`config.mk`:
```
export PLATFORM = sky130hd
export DESIGN_NAME = serial_host_link
export DESIGN_NICKNAME = d
export VERILOG_FILES = /design/src/logic/serial_rate_pkg.sv /design/src/logic/serial_host_link.sv
export SDC_FILE = /design/constraint.sdc
export NUM_CORES = 1
export LEC_CHECK = 0
export ABC_AREA = 1
export BUFFER_PORTS_ARGS = -buffer_cell sky130_fd_sc_hd__clkbuf_2
export CORE_ASPECT_RATIO = 1.2
export CORE_MARGIN = 1
export CORE_UTILIZATION = 48
export DETAILED_ROUTE_END_ITERATION = 16
export HOLD_SLACK_MARGIN = 0.08
export PLACE_DENSITY = 0.68
export SETUP_SLACK_MARGIN = 0.2
export SLEW_MARGIN = 0
export SYNTH_ARGS = -nofsm -noshare
export SYNTH_HDL_FRONTEND = slang
export SYNTH_SLANG_ARGS = --single-unit
```
`constraint.sdc`:
```
create_clock -name hclk -period 3.1 [get_ports hclk]
set_clock_uncertainty 0.1 [all_clocks]
set_input_delay 0.62 -clock hclk [delete_from_list [all_inputs] [get_ports hclk]]
set_output_delay 0.62 -clock hclk [all_outputs]
set_load 0.02 [all_outputs]
```
`src/logic/serial_rate_pkg.sv`:
```
// Constants, field layouts and carriers for the serial host link and its rate generator.
// Assumes one 200 MHz bus clock, AHB-Lite register access and a 27.12 MHz crystal rate.
//
// Behaviour
// - With a zero exponent the bit rate is the 27.12 MHz crystal rate divided by (divisor + 1).
// - With a nonzero exponent the crystal rate is divided by (divisor + 33), then by 2 to the (exponent - 1).
// - The rate setting register holds the 3-bit exponent in bits 7..5 and the 5-bit divisor in bits 4..0.
// - Every character is one start bit, eight data bits and one stop bit, with no parity, both ways.
// - After reset the rate setting register holds 7a, which is 115.2 kbit/s.
// - The standard rates map to fixed codes, such as 7a for 115.2 kbit/s and 15 for 1228.8 kbit/s.
package serial_rate_pkg;

	// ----------------------------------------
	// Timing
	// ----------------------------------------
	localparam int CLK_KHZ = 200000;
	localparam int XTAL_KHZ = 27120;
	localparam int RATE_GCD = 80;
	localparam int XTAL_INC = XTAL_KHZ / RATE_GCD;
	localparam int XTAL_MOD = CLK_KHZ / RATE_GCD;
	localparam int PHASE_W = 12;
	localparam int PERIOD_W = 13;
	localparam int DIV_BASE_EXP0 = 1;
	localparam int DIV_BASE_EXPN = 33;
	localparam int DATA_BITS = 8;
	localparam int FRAME_BIT_ENDS = 9;
	localparam int FIFO_DEPTH = 4;
	localparam logic [PERIOD_W-1:0] PERIOD_ONE = 13'h1;

	// ----------------------------------------
	// Register map
	// ----------------------------------------
	localparam int RATE_IDX = 'h3b;
	localparam logic [7:0] RATE_ADDR = 8'(RATE_IDX * 4);
	localparam logic [7:0] TX_ADDR = 8'h00;
	localparam logic [7:0] RX_ADDR = 8'h04;
	localparam logic [7:0] STAT_ADDR = 8'h08;
	localparam logic [7:0] RATE_RESET = 8'h7a;
	localparam int PERIOD_RESET = (int'(RATE_RESET[4:0]) + DIV_BASE_EXPN) << (int'(RATE_RESET[7:5]) - 1);
	localparam int ST_RX_VALID = 0;
	localparam int ST_OVERRUN = 1;
	localparam int ST_FRAME_ERR = 2;
	localparam int ST_TX_FULL = 3;
	localparam int ST_TX_BUSY = 4;

	// ----------------------------------------
	// Types
	// ----------------------------------------
	typedef struct packed {
		logic [2:0] rate_exponent;
		logic [4:0] rate_divisor;
	} rate_setting_t;

	typedef struct packed {
		logic [7:0] addr;
		logic write;
		logic valid;
	} bus_phase_t;

	typedef enum logic [1:0] {LINE_IDLE, LINE_START, LINE_DATA, LINE_STOP} line_state_t;

endpackage

```
`src/logic/serial_host_link.sv`:
```
// Serial host link: AHB-Lite register slave, crystal-rate bit timing, transmit FIFO, transmitter, receiver.
// Assumes a 200 MHz hclk, a single AHB-Lite master and an asynchronous rxd pin.
//
// Design decision made here: the AHB-Lite register port.
`timescale 1ns/1ps

// ----------------------------------------
// Transmit FIFO
// ----------------------------------------
module serial_tx_fifo #(
	parameter int WIDTH = 8,
	parameter int DEPTH = 4
) (
	input wire logic clk,
	input wire logic rst_n,
	input wire logic in_valid,
	output logic in_ready,
	input wire logic [WIDTH-1:0] in_data,
	output logic out_valid,
	input wire logic out_ready,
	output logic [WIDTH-1:0] out_data
);
	localparam int AW = (DEPTH > 1) ? $clog2(DEPTH) : 1;
	logic [WIDTH-1:0] mem [DEPTH];
	logic [AW-1:0] wr_ptr;
	logic [AW-1:0] rd_ptr;
	logic [AW:0] count;
	logic push;
	logic pop;

	assign push = in_valid && in_ready;
	assign pop = out_valid && out_ready;
	assign in_ready = (count != (AW+1)'(DEPTH));
	assign out_valid = (count != '0);
	assign out_data = mem[rd_ptr];

	always_ff @(posedge clk) begin
		if (push) begin
			mem[wr_ptr] <= in_data;
		end
	end

	always_ff @(posedge clk or negedge rst_n) begin
		if (!rst_n) begin
			wr_ptr <= '0;
			rd_ptr <= '0;
		end else begin
			if (push) begin
				wr_ptr <= (wr_ptr == AW'(DEPTH - 1)) ? '0 : wr_ptr + AW'(1);
			end
			if (pop) begin
				rd_ptr <= (rd_ptr == AW'(DEPTH - 1)) ? '0 : rd_ptr + AW'(1);
			end
		end
	end

	always_ff @(posedge clk or negedge rst_n) begin
		if (!rst_n) begin
			count <= '0;
		end else if (push && !pop) begin
			count <= count + (AW+1)'(1);
		end else if (pop && !push) begin
			count <= count - (AW+1)'(1);
		end
	end
endmodule // serial_tx_fifo

// ----------------------------------------
// Link top
// ----------------------------------------
module serial_host_link #(
	parameter int FIFO_DEPTH = serial_rate_pkg::FIFO_DEPTH
) (
	input wire logic hclk,
	input wire logic hresetn,
	input wire logic hsel,
	input wire logic [31:0] haddr,
	input wire logic [1:0] htrans,
	input wire logic hwrite,
	input wire logic [2:0] hsize,
	input wire logic [31:0] hwdata,
	input wire logic hready,
	output logic [31:0] hrdata,
	output logic hreadyout,
	output logic hresp,
	input wire logic rxd,
	output logic txd
);
	localparam int PW = serial_rate_pkg::PERIOD_W;

	logic [serial_rate_pkg::PHASE_W-1:0] phase;
	logic xtal_tick;
	serial_rate_pkg::rate_setting_t rate;
	logic [PW-1:0] period;
	serial_rate_pkg::bus_phase_t dph;
	logic accept;
	logic wr_done;
	logic rx_read;
	logic stat_write;
	logic [31:0] status;
	logic fifo_in_valid;
	logic fifo_in_ready;
	logic fifo_out_valid;
	logic fifo_out_ready;
	logic [7:0] fifo_out_data;
	serial_rate_pkg::line_state_t tx_state;
	logic [PW-1:0] tx_cnt;
	logic [2:0] tx_bit;
	logic [7:0] tx_shift;
	logic tx_bit_end;
	logic [3:0] frame_bits;
	logic rx_meta;
	logic rx_sync;
	serial_rate_pkg::line_state_t rx_state;
	logic [PW-1:0] rx_cnt;
	logic [2:0] rx_bit;
	logic [7:0] rx_shift;
	logic rx_step;
	logic rx_done;
	logic [7:0] rx_data;
	logic rx_valid;
	logic rx_overrun;
	logic rx_frame_err;

	// ----------------------------------------
	// Crystal-rate tick from the bus clock
	// ----------------------------------------
	// Fractional accumulator: one tick per 27.12 MHz crystal period on average
	always_ff @(posedge hclk or negedge hresetn) begin
		if (!hresetn) begin
			phase <= '0;
			xtal_tick <= 1'h0;
		end else if (int'(phase) + serial_rate_pkg::XTAL_INC >= serial_rate_pkg::XTAL_MOD) begin
			phase <= serial_rate_pkg::PHASE_W'(int'(phase) + serial_rate_pkg::XTAL_INC - serial_rate_pkg::XTAL_MOD);
			xtal_tick <= 1'h1;
		end else begin
			phase <= serial_rate_pkg::PHASE_W'(int'(phase) + serial_rate_pkg::XTAL_INC);
			xtal_tick <= 1'h0;
		end
	end

	// ----------------------------------------
	// Rate setting and bit period
	// ----------------------------------------
	always_ff @(posedge hclk or negedge hresetn) begin
		if (!hresetn) begin
			rate <= serial_rate_pkg::RATE_RESET;
		end else if (wr_done && dph.addr == serial_rate_pkg::RATE_ADDR) begin
			rate <= serial_rate_pkg::rate_setting_t'(hwdata[7:0]);
		end
	end

	// Bit period in crystal ticks; the standard codes fall out of this formula
	always_ff @(posedge hclk or negedge hresetn) begin
		if (!hresetn) begin
			period <= PW'(serial_rate_pkg::PERIOD_RESET);
		end else if (rate.rate_exponent == 3'h0) begin
			period <= PW'(int'(rate.rate_divisor) + serial_rate_pkg::DIV_BASE_EXP0);
		end else begin
			period <= PW'((int'(rate.rate_divisor) + serial_rate_pkg::DIV_BASE_EXPN)
				<< (int'(rate.rate_exponent) - 1));
		end
	end

	// ----------------------------------------
	// AHB-Lite slave
	// ----------------------------------------
	assign accept = hsel && htrans[1] && hready;
	assign wr_done = dph.valid && dph.write && hready;
	assign rx_read = accept && !hwrite && haddr[7:0] == serial_rate_pkg::RX_ADDR;
	assign stat_write = wr_done && dph.addr == serial_rate_pkg::STAT_ADDR;
	assign fifo_in_valid = wr_done && dph.addr == serial_rate_pkg::TX_ADDR;

	always_ff @(posedge hclk or negedge hresetn) begin
		if (!hresetn) begin
			dph <= '0;
		end else if (hready) begin
			dph.valid <= accept;
			dph.addr <= haddr[7:0];
			dph.write <= hwrite;
		end
	end

	// Transmit writes wait at least one cycle, then until the FIFO has room
	always_ff @(posedge hclk or negedge hresetn) begin
		if (!hresetn) begin
			hreadyout <= 1'h1;
		end else if (accept && hwrite && haddr[7:0] == serial_rate_pkg::TX_ADDR) begin
			hreadyout <= 1'h0;
		end else if (!hreadyout) begin
			hreadyout <= fifo_in_ready;
		end
	end

	always_ff @(posedge hclk or negedge hresetn) begin
		if (!hresetn) begin
			hresp <= 1'h0;
		end else begin
			hresp <= 1'h0;
		end
	end

	always_comb begin
		status = '0;
		status[serial_rate_pkg::ST_RX_VALID] = rx_valid;
		status[serial_rate_pkg::ST_OVERRUN] = rx_overrun;
		status[serial_rate_pkg::ST_FRAME_ERR] = rx_frame_err;
		status[serial_rate_pkg::ST_TX_FULL] = !fifo_in_ready;
		status[serial_rate_pkg::ST_TX_BUSY] = fifo_out_valid || tx_state != serial_rate_pkg::LINE_IDLE;
	end

	always_ff @(posedge hclk or negedge hresetn) begin
		if (!hresetn) begin
			hrdata <= '0;
		end else if (accept && !hwrite) begin
			case (haddr[7:0])
				serial_rate_pkg::RATE_ADDR: hrdata <= {24'h0, rate};
				serial_rate_pkg::RX_ADDR: hrdata <= {24'h0, rx_data};
				serial_rate_pkg::STAT_ADDR: hrdata <= status;
				default: hrdata <= '0;
			endcase
		end
	end

	// ----------------------------------------
	// Transmit path
	// ----------------------------------------
	serial_tx_fifo #(
		.WIDTH(8),
		.DEPTH(FIFO_DEPTH)
	) tx_fifo (
		.clk(hclk),
		.rst_n(hresetn),
		.in_valid(fifo_in_valid),
		.in_ready(fifo_in_ready),
		.in_data(hwdata[7:0]),
		.out_valid(fifo_out_valid),
		.out_ready(fifo_out_ready),
		.out_data(fifo_out_data)
	);

	// Frames start on a crystal tick, so the start bit lasts a whole period like the others
	assign fifo_out_ready = (tx_state == serial_rate_pkg::LINE_IDLE) && xtal_tick;
	assign tx_bit_end = xtal_tick && (tx_cnt >= period - serial_rate_pkg::PERIOD_ONE);

	always_ff @(posedge hclk or negedge hresetn) begin
		if (!hresetn) begin
			tx_cnt <= '0;
		end else if (tx_state == serial_rate_pkg::LINE_IDLE || tx_bit_end) begin
			tx_cnt <= '0;
		end else if (xtal_tick) begin
			tx_cnt <= tx_cnt + serial_rate_pkg::PERIOD_ONE;
		end
	end

	// Start, eight data bits LSB first, stop; no parity
	always_ff @(posedge hclk or negedge hresetn) begin
		if (!hresetn) begin
			tx_state <= serial_rate_pkg::LINE_IDLE;
			tx_bit <= '0;
			tx_shift <= '0;
			txd <= 1'h1;
		end else begin
			case (tx_state)
				serial_rate_pkg::LINE_IDLE: begin
					if (fifo_out_valid && xtal_tick) begin
						tx_shift <= fifo_out_data;
						txd <= 1'h0;
						tx_state <= serial_rate_pkg::LINE_START;
					end
				end
				serial_rate_pkg::LINE_START: begin
					if (tx_bit_end) begin
						txd <= tx_shift[0];
						tx_bit <= '0;
						tx_state <= serial_rate_pkg::LINE_DATA;
					end
				end
				serial_rate_pkg::LINE_DATA: begin
					if (tx_bit_end) begin
						if (int'(tx_bit) == serial_rate_pkg::DATA_BITS - 1) begin
							txd <= 1'h1;
							tx_state <= serial_rate_pkg::LINE_STOP;
						end else begin
							tx_shift <= {1'h0, tx_shift[7:1]};
							txd <= tx_shift[1];
							tx_bit <= tx_bit + 3'h1;
						end
					end
				end
				serial_rate_pkg::LINE_STOP: begin
					if (tx_bit_end) begin
						tx_state <= serial_rate_pkg::LINE_IDLE;
					end
				end
				default: tx_state <= serial_rate_pkg::LINE_IDLE;
			endcase
		end
	end

	// Bit ends seen in the current frame, for checking only
	always_ff @(posedge hclk or negedge hresetn) begin
		if (!hresetn) begin
			frame_bits <= '0;
		end else if (tx_state == serial_rate_pkg::LINE_IDLE) begin
			frame_bits <= '0;
		end else if (tx_bit_end) begin
			frame_bits <= frame_bits + 4'h1;
		end
	end

	// ----------------------------------------
	// Receive path
	// ----------------------------------------
	always_ff @(posedge hclk or negedge hresetn) begin
		if (!hresetn) begin
			rx_meta <= 1'h1;
			rx_sync <= 1'h1;
		end else begin
			rx_meta <= rxd;
			rx_sync <= rx_meta;
		end
	end

	// Half a period after the start edge, then whole periods: samples fall mid-bit
	assign rx_step = xtal_tick && ((rx_state == serial_rate_pkg::LINE_START)
		? (rx_cnt >= (period >> 1)) : (rx_cnt >= period - serial_rate_pkg::PERIOD_ONE));
	assign rx_done = rx_step && rx_state == serial_rate_pkg::LINE_STOP;

	always_ff @(posedge hclk or negedge hresetn) begin
		if (!hresetn) begin
			rx_cnt <= '0;
		end else if (rx_state == serial_rate_pkg::LINE_IDLE || rx_step) begin
			rx_cnt <= '0;
		end else if (xtal_tick) begin
			rx_cnt <= rx_cnt + serial_rate_pkg::PERIOD_ONE;
		end
	end

	always_ff @(posedge hclk or negedge hresetn) begin
		if (!hresetn) begin
			rx_state <= serial_rate_pkg::LINE_IDLE;
			rx_bit <= '0;
			rx_shift <= '0;
		end else begin
			case (rx_state)
				serial_rate_pkg::LINE_IDLE: begin
					if (!rx_sync) begin
						rx_state <= serial_rate_pkg::LINE_START;
					end
				end
				serial_rate_pkg::LINE_START: begin
					if (rx_step) begin
						rx_bit <= '0;
						rx_state <= rx_sync ? serial_rate_pkg::LINE_IDLE : serial_rate_pkg::LINE_DATA;
					end
				end
				serial_rate_pkg::LINE_DATA: begin
					if (rx_step) begin
						rx_shift <= {rx_sync, rx_shift[7:1]};
						rx_bit <= rx_bit + 3'h1;
						if (int'(rx_bit) == serial_rate_pkg::DATA_BITS - 1) begin
							rx_state <= serial_rate_pkg::LINE_STOP;
						end
					end
				end
				serial_rate_pkg::LINE_STOP: begin
					if (rx_step) begin
						rx_state <= serial_rate_pkg::LINE_IDLE;
					end
				end
				default: rx_state <= serial_rate_pkg::LINE_IDLE;
			endcase
		end
	end

	// Newest byte overwrites; flags are set ahead of any clear in the same cycle
	always_ff @(posedge hclk or negedge hresetn) begin
		if (!hresetn) begin
			rx_data <= '0;
			rx_valid <= 1'h0;
			rx_overrun <= 1'h0;
			rx_frame_err <= 1'h0;
		end else begin
			if (rx_done) begin
				rx_data <= rx_shift;
				rx_valid <= 1'h1;
			end else if (rx_read) begin
				rx_valid <= 1'h0;
			end
			if (rx_done && rx_valid && !rx_read) begin
				rx_overrun <= 1'h1;
			end else if (stat_write && hwdata[serial_rate_pkg::ST_OVERRUN]) begin
				rx_overrun <= 1'h0;
			end
			if (rx_done && !rx_sync) begin
				rx_frame_err <= 1'h1;
			end else if (stat_write && hwdata[serial_rate_pkg::ST_FRAME_ERR]) begin
				rx_frame_err <= 1'h0;
			end
		end
	end
endmodule // serial_host_link

```
==> impl_metrics.env <==
export IMPL_die_w_um=128
export IMPL_cp_required_ns=3.32
export IMPL_coreArea_mm2=0.0188
export IMPL_tightest_slew_ns=0.541
export IMPL_area_growth_pct=16.7
export IMPL_max_slew_margin_pct=63.9
export IMPL_cp_common_cell="nand2_1"
export IMPL_ff2ff_path_depth=20
export IMPL_wire_per_inst_um=13.5
export IMPL_busiest_layer="met2"
export IMPL_drt_pass1_iter_count=5
export IMPL_finalPower_mw=6.02
export IMPL_hp_class="input pin to flip-flop"
export IMPL_startpoint_type="flip-flop"
export IMPL_outcome="completed"
export IMPL_synthTopCellsByArea="dfrtp_1 30%, edfxtp_1 10%, nand2_1 9.9%"
export IMPL_syn_cell_area_mm2=0.00920
export IMPL_ir_drop_mv=0.396
export IMPL_crit_arrival_ns=3.00
export IMPL_cts_buffers=17
export IMPL_ys_seq_area_share_pct=44.9
export IMPL_fmax_ghz=0.359
export IMPL_crit_type="flip-flop to flip-flop"
export IMPL_netlist_instances=1058
export IMPL_setup_tns_ns=0
export IMPL_cts_tree="built"
export IMPL_r2r_setup_slack_ns=0.32
export IMPL_wirelength_um=18900
export IMPL_leakage_nw=4.93
export IMPL_clkTransAtPathRegs_ns=0.07
export IMPL_drtIter0Drc=365
export IMPL_power_density_mw_per_mm2=561
export IMPL_drc_errors=0
export IMPL_critPathMaxFanout=7
export IMPL_grt_use_total_pct=20.2
export IMPL_gr_usage_met2_pct=34.2
export IMPL_synthDistinctLibCells=55
export IMPL_grt_pass1_wl_um=31900
export IMPL_die_height_um=154
export IMPL_yosysTopAreaCell="dfrtp_1"
export IMPL_ys_warn_count=0
export IMPL_placed_cells=1345
export IMPL_met3_usage_pct=3.58
export IMPL_drv_cap=0
export IMPL_die_area_mm2=0.0197
export IMPL_start_util_pct=49.0
export IMPL_clockRootBuffer="clkbuf_16"
export IMPL_finalHoldViolCount=0
export IMPL_antenna_left=0
export IMPL_finalCriticalPeriod_ns=2.78
export IMPL_syn_avg_cell_area_um2=8.69
export IMPL_hold_start="rxd"
export IMPL_hold_path_depth=1
export IMPL_grt_remaining_overflow=0
export IMPL_async_flop_share_pct=79.7
export IMPL_clkLatencyLatePin_ns=0.43
export IMPL_final_cell_count_no_fill=1399
export IMPL_antennaDiodeCount=0
export IMPL_dp_hpwl_um=13400
export IMPL_htreeDepth=4
export IMPL_vias=7149
export IMPL_via_per_inst=5.11
export IMPL_placementRows=55
export IMPL_critPathMaxStageDelay_ns=0.42
export IMPL_fillers=1627
export IMPL_antenna_found_initial=0
export IMPL_drive_gt1_share_pct=19.5
export IMPL_worstReg2RegStart="period[0]$_DFF_PN0_"
export IMPL_first_global_vias=6937
export IMPL_finalSetupViolations=0
export IMPL_ys_ff_latch=158
export IMPL_critPathSlowestCell="dfrtp_1"
export IMPL_period_share_pct=89.8
export IMPL_grtUsageMet1_pct=25.2
export IMPL_io_pins=110
export IMPL_cts_sinks=158
export IMPL_nets=1260
export IMPL_whs_endpoint="rx_meta$_DFF_PN1_"
export IMPL_synthFlopType="dfrtp_1"
export IMPL_slew_violations=0
export IMPL_crit_path_cell_trace="inv_2 > buf_4 > nand2_4 > nor2_2 > xor2_1 > inv_1 > ha_1 > nand2_1 > inv_1 > nand3_1 > nor3b_2 > nand2_1 > nand3_2 > nand2_2 > nand2_4 > nand2_8 > nand2_8 > nand2_1 > o21ai_1 > nand2_1"
export IMPL_gp_congestion=0.880
export IMPL_synth_edff_count=32
export IMPL_crit_path_end_kind="flip-flop"
export IMPL_grt_max_degree=80
export IMPL_synth_top_area_share_pct=30.5
export IMPL_clock_path_buffers=2
export IMPL_portBuffers=32
export IMPL_rsz0062_at_grt="no"
cells by family after synthesis:
logic type	share of synthesized area, %
AOI/OAI and AO/OA	10.2
xor gates and xnor gates	3.24
adders and majority gates	7.56
buffers and inverters	8.45
DFF	44.9
muxes	0.966
other	0.0408
and+or+nand+nor	24.6
through the flow:
step	util, %	area [µm²]	hold WS [ns]	setup slack [ns]
4_1_cts	54.9	10300	0.155	0.198
3_5_place_dp	51.2	9630	0.249	0.0376
6_report	57.1	10700	0.171	0.315
3_3_place_gp	51.2	9630	0.248	0.0983
5_1_grt	57.1	10700	0.160	0.155
2_1_floorplan	-	9290	0.224	0.507
cells in the final DEF (no fill, tap or decap), types with 16 or more instances in the layout:
cell type / count
inv_1: 126
o21ai_2: 16
o21ai_0: 53
xor2_1: 21
clkbuf_2: 31
dfrtp_1: 111
nor2_1: 81
nand2_1: 237
edfxtp_1: 32
nand3_1: 40
conb_1: 25
clkbuf_16: 18
a21oi_1: 36
nand4_1: 26
ha_1: 50
buf_4: 31
sequential cells by signal, indices dropped and copies added, names as in the netlist, 3 cells and up, named ones only:
| register | flops |
|---|---|
| tx_fifo.mem | 32 |
| rx_bit | 3 |
| rx_shift | 8 |
| period | 13 |
| tx_cnt | 13 |
| tx_shift | 8 |
| rate | 8 |
| tx_bit | 3 |
| phase | 12 |
| rx_data | 8 |
| tx_fifo.count | 3 |
| rx_cnt | 13 |
| hrdata | 8 |
| dph | 10 |
worst max-delay path: cells and delay by family (launching register included):
| kind | cells | cell delay [ns] |
|---|---|---|
| flip-flops | 1 | 0.42 |
| AO/OA/AOI/OAI | 1 | 0.13 |
| buffers and inverters | 4 | 0.41 |
| AND/OR/NAND/NOR | 13 | 1.21 |
| adder cells (fa/ha/maj) | 1 | 0.27 |
| XOR/XNOR | 1 | 0.14 |
synthesized netlist by cell type, types with 3 or more instances:
| cell type | number |
|---|---|
| o21ai_0 | 55 |
| mux2_2 | 7 |
| o21ai_2 | 15 |
| o221ai_1 | 4 |
| nor3b_1 | 3 |
| nand3_2 | 6 |
| nand2_4 | 6 |
| dfstp_2 | 14 |
| dfrtp_1 | 112 |
| nor3_1 | 13 |
| clkbuf_1 | 8 |
| xnor2_1 | 9 |
| nand4_1 | 26 |
| o21ai_1 | 9 |
| o22ai_1 | 13 |
| buf_6 | 4 |
| nand2_2 | 6 |
| nor2_1 | 88 |
| ha_1 | 54 |
| inv_1 | 129 |
| nor2_4 | 3 |
| nand2_1 | 243 |
| xor2_1 | 25 |
| nor3_2 | 4 |
| nor4_1 | 7 |
| a32o_1 | 6 |
| nand3_1 | 43 |
| a221oi_1 | 3 |
| buf_4 | 27 |
| nor2_2 | 9 |
| nor3b_2 | 7 |
| a21oi_1 | 38 |
| edfxtp_1 | 32 |
layer usage:
| layer | up-vias | routed length, µm |
|---|---|---|
| met2 | 136 | 9380 |
| met5 | - | 0 |
| met1 | 3354 | 8320 |
| met4 | 0 | 569 |
| met3 | 41 | 600 |
| li1 | 3618 | - |
area by class of cell:
cell class | count | area (µm²) | share of cell area [%]
Clock buffer | 18 | 450 | 4.20
Inverter | 132 | 495 | 4.61
Tap cell | 256 | 320 | 2.98
Timing Repair Buffer | 68 | 489 | 4.56
Clock inverter | 14 | 165 | 1.54
Sequential cell | 158 | 4130 | 38.5
Multi-Input combinational cell | 753 | 4680 | 43.6
how the worst max path moves through the flow:
| stage | start | endpoint | slack [ns] |
|---|---|---|---|
| floorplan | period[0]$_DFF_PN0_ | rx_data[7]$_DFFE_PN0P_ | 0.51 |
| global placement | period[0]$_DFF_PN0_ | rx_data[2]$_DFFE_PN0P_ | 0.1 |
| detailed placement | period[0]$_DFF_PN0_ | rx_cnt[7]$_DFFE_PN0P_ | 0.04 |
| CTS | period[4]$_DFF_PN0_ | tx_state[1]$_DFFE_PN0P_ | 0.20 |
| global route | period[0]$_DFF_PN0_ | flip-flop | 0.15 |
| finish | period[0]$_DFF_PN0_ | flip-flop | 0.32 |
report_power, final:
group / internal (mW) / total (mW) / switching [mW]
clock: 1.20 / 2.13 / 0.935
sequential: 2.31 / 2.45 / 0.141
combinational: 0.507 / 1.44 / 0.935
repair_timing:
action | in CTS | in global routing
hold endpoints to repair | 14 | 0
cloned | 0 | 1
hold buffers | 1 | 0
endpoints found under the setup margin | 63 | 64
setup buffers | 1 | 19
pin swaps | 2 | 25
resized for setup | 8 | 50
Note: power is estimated with default switching activity, not from simulation.
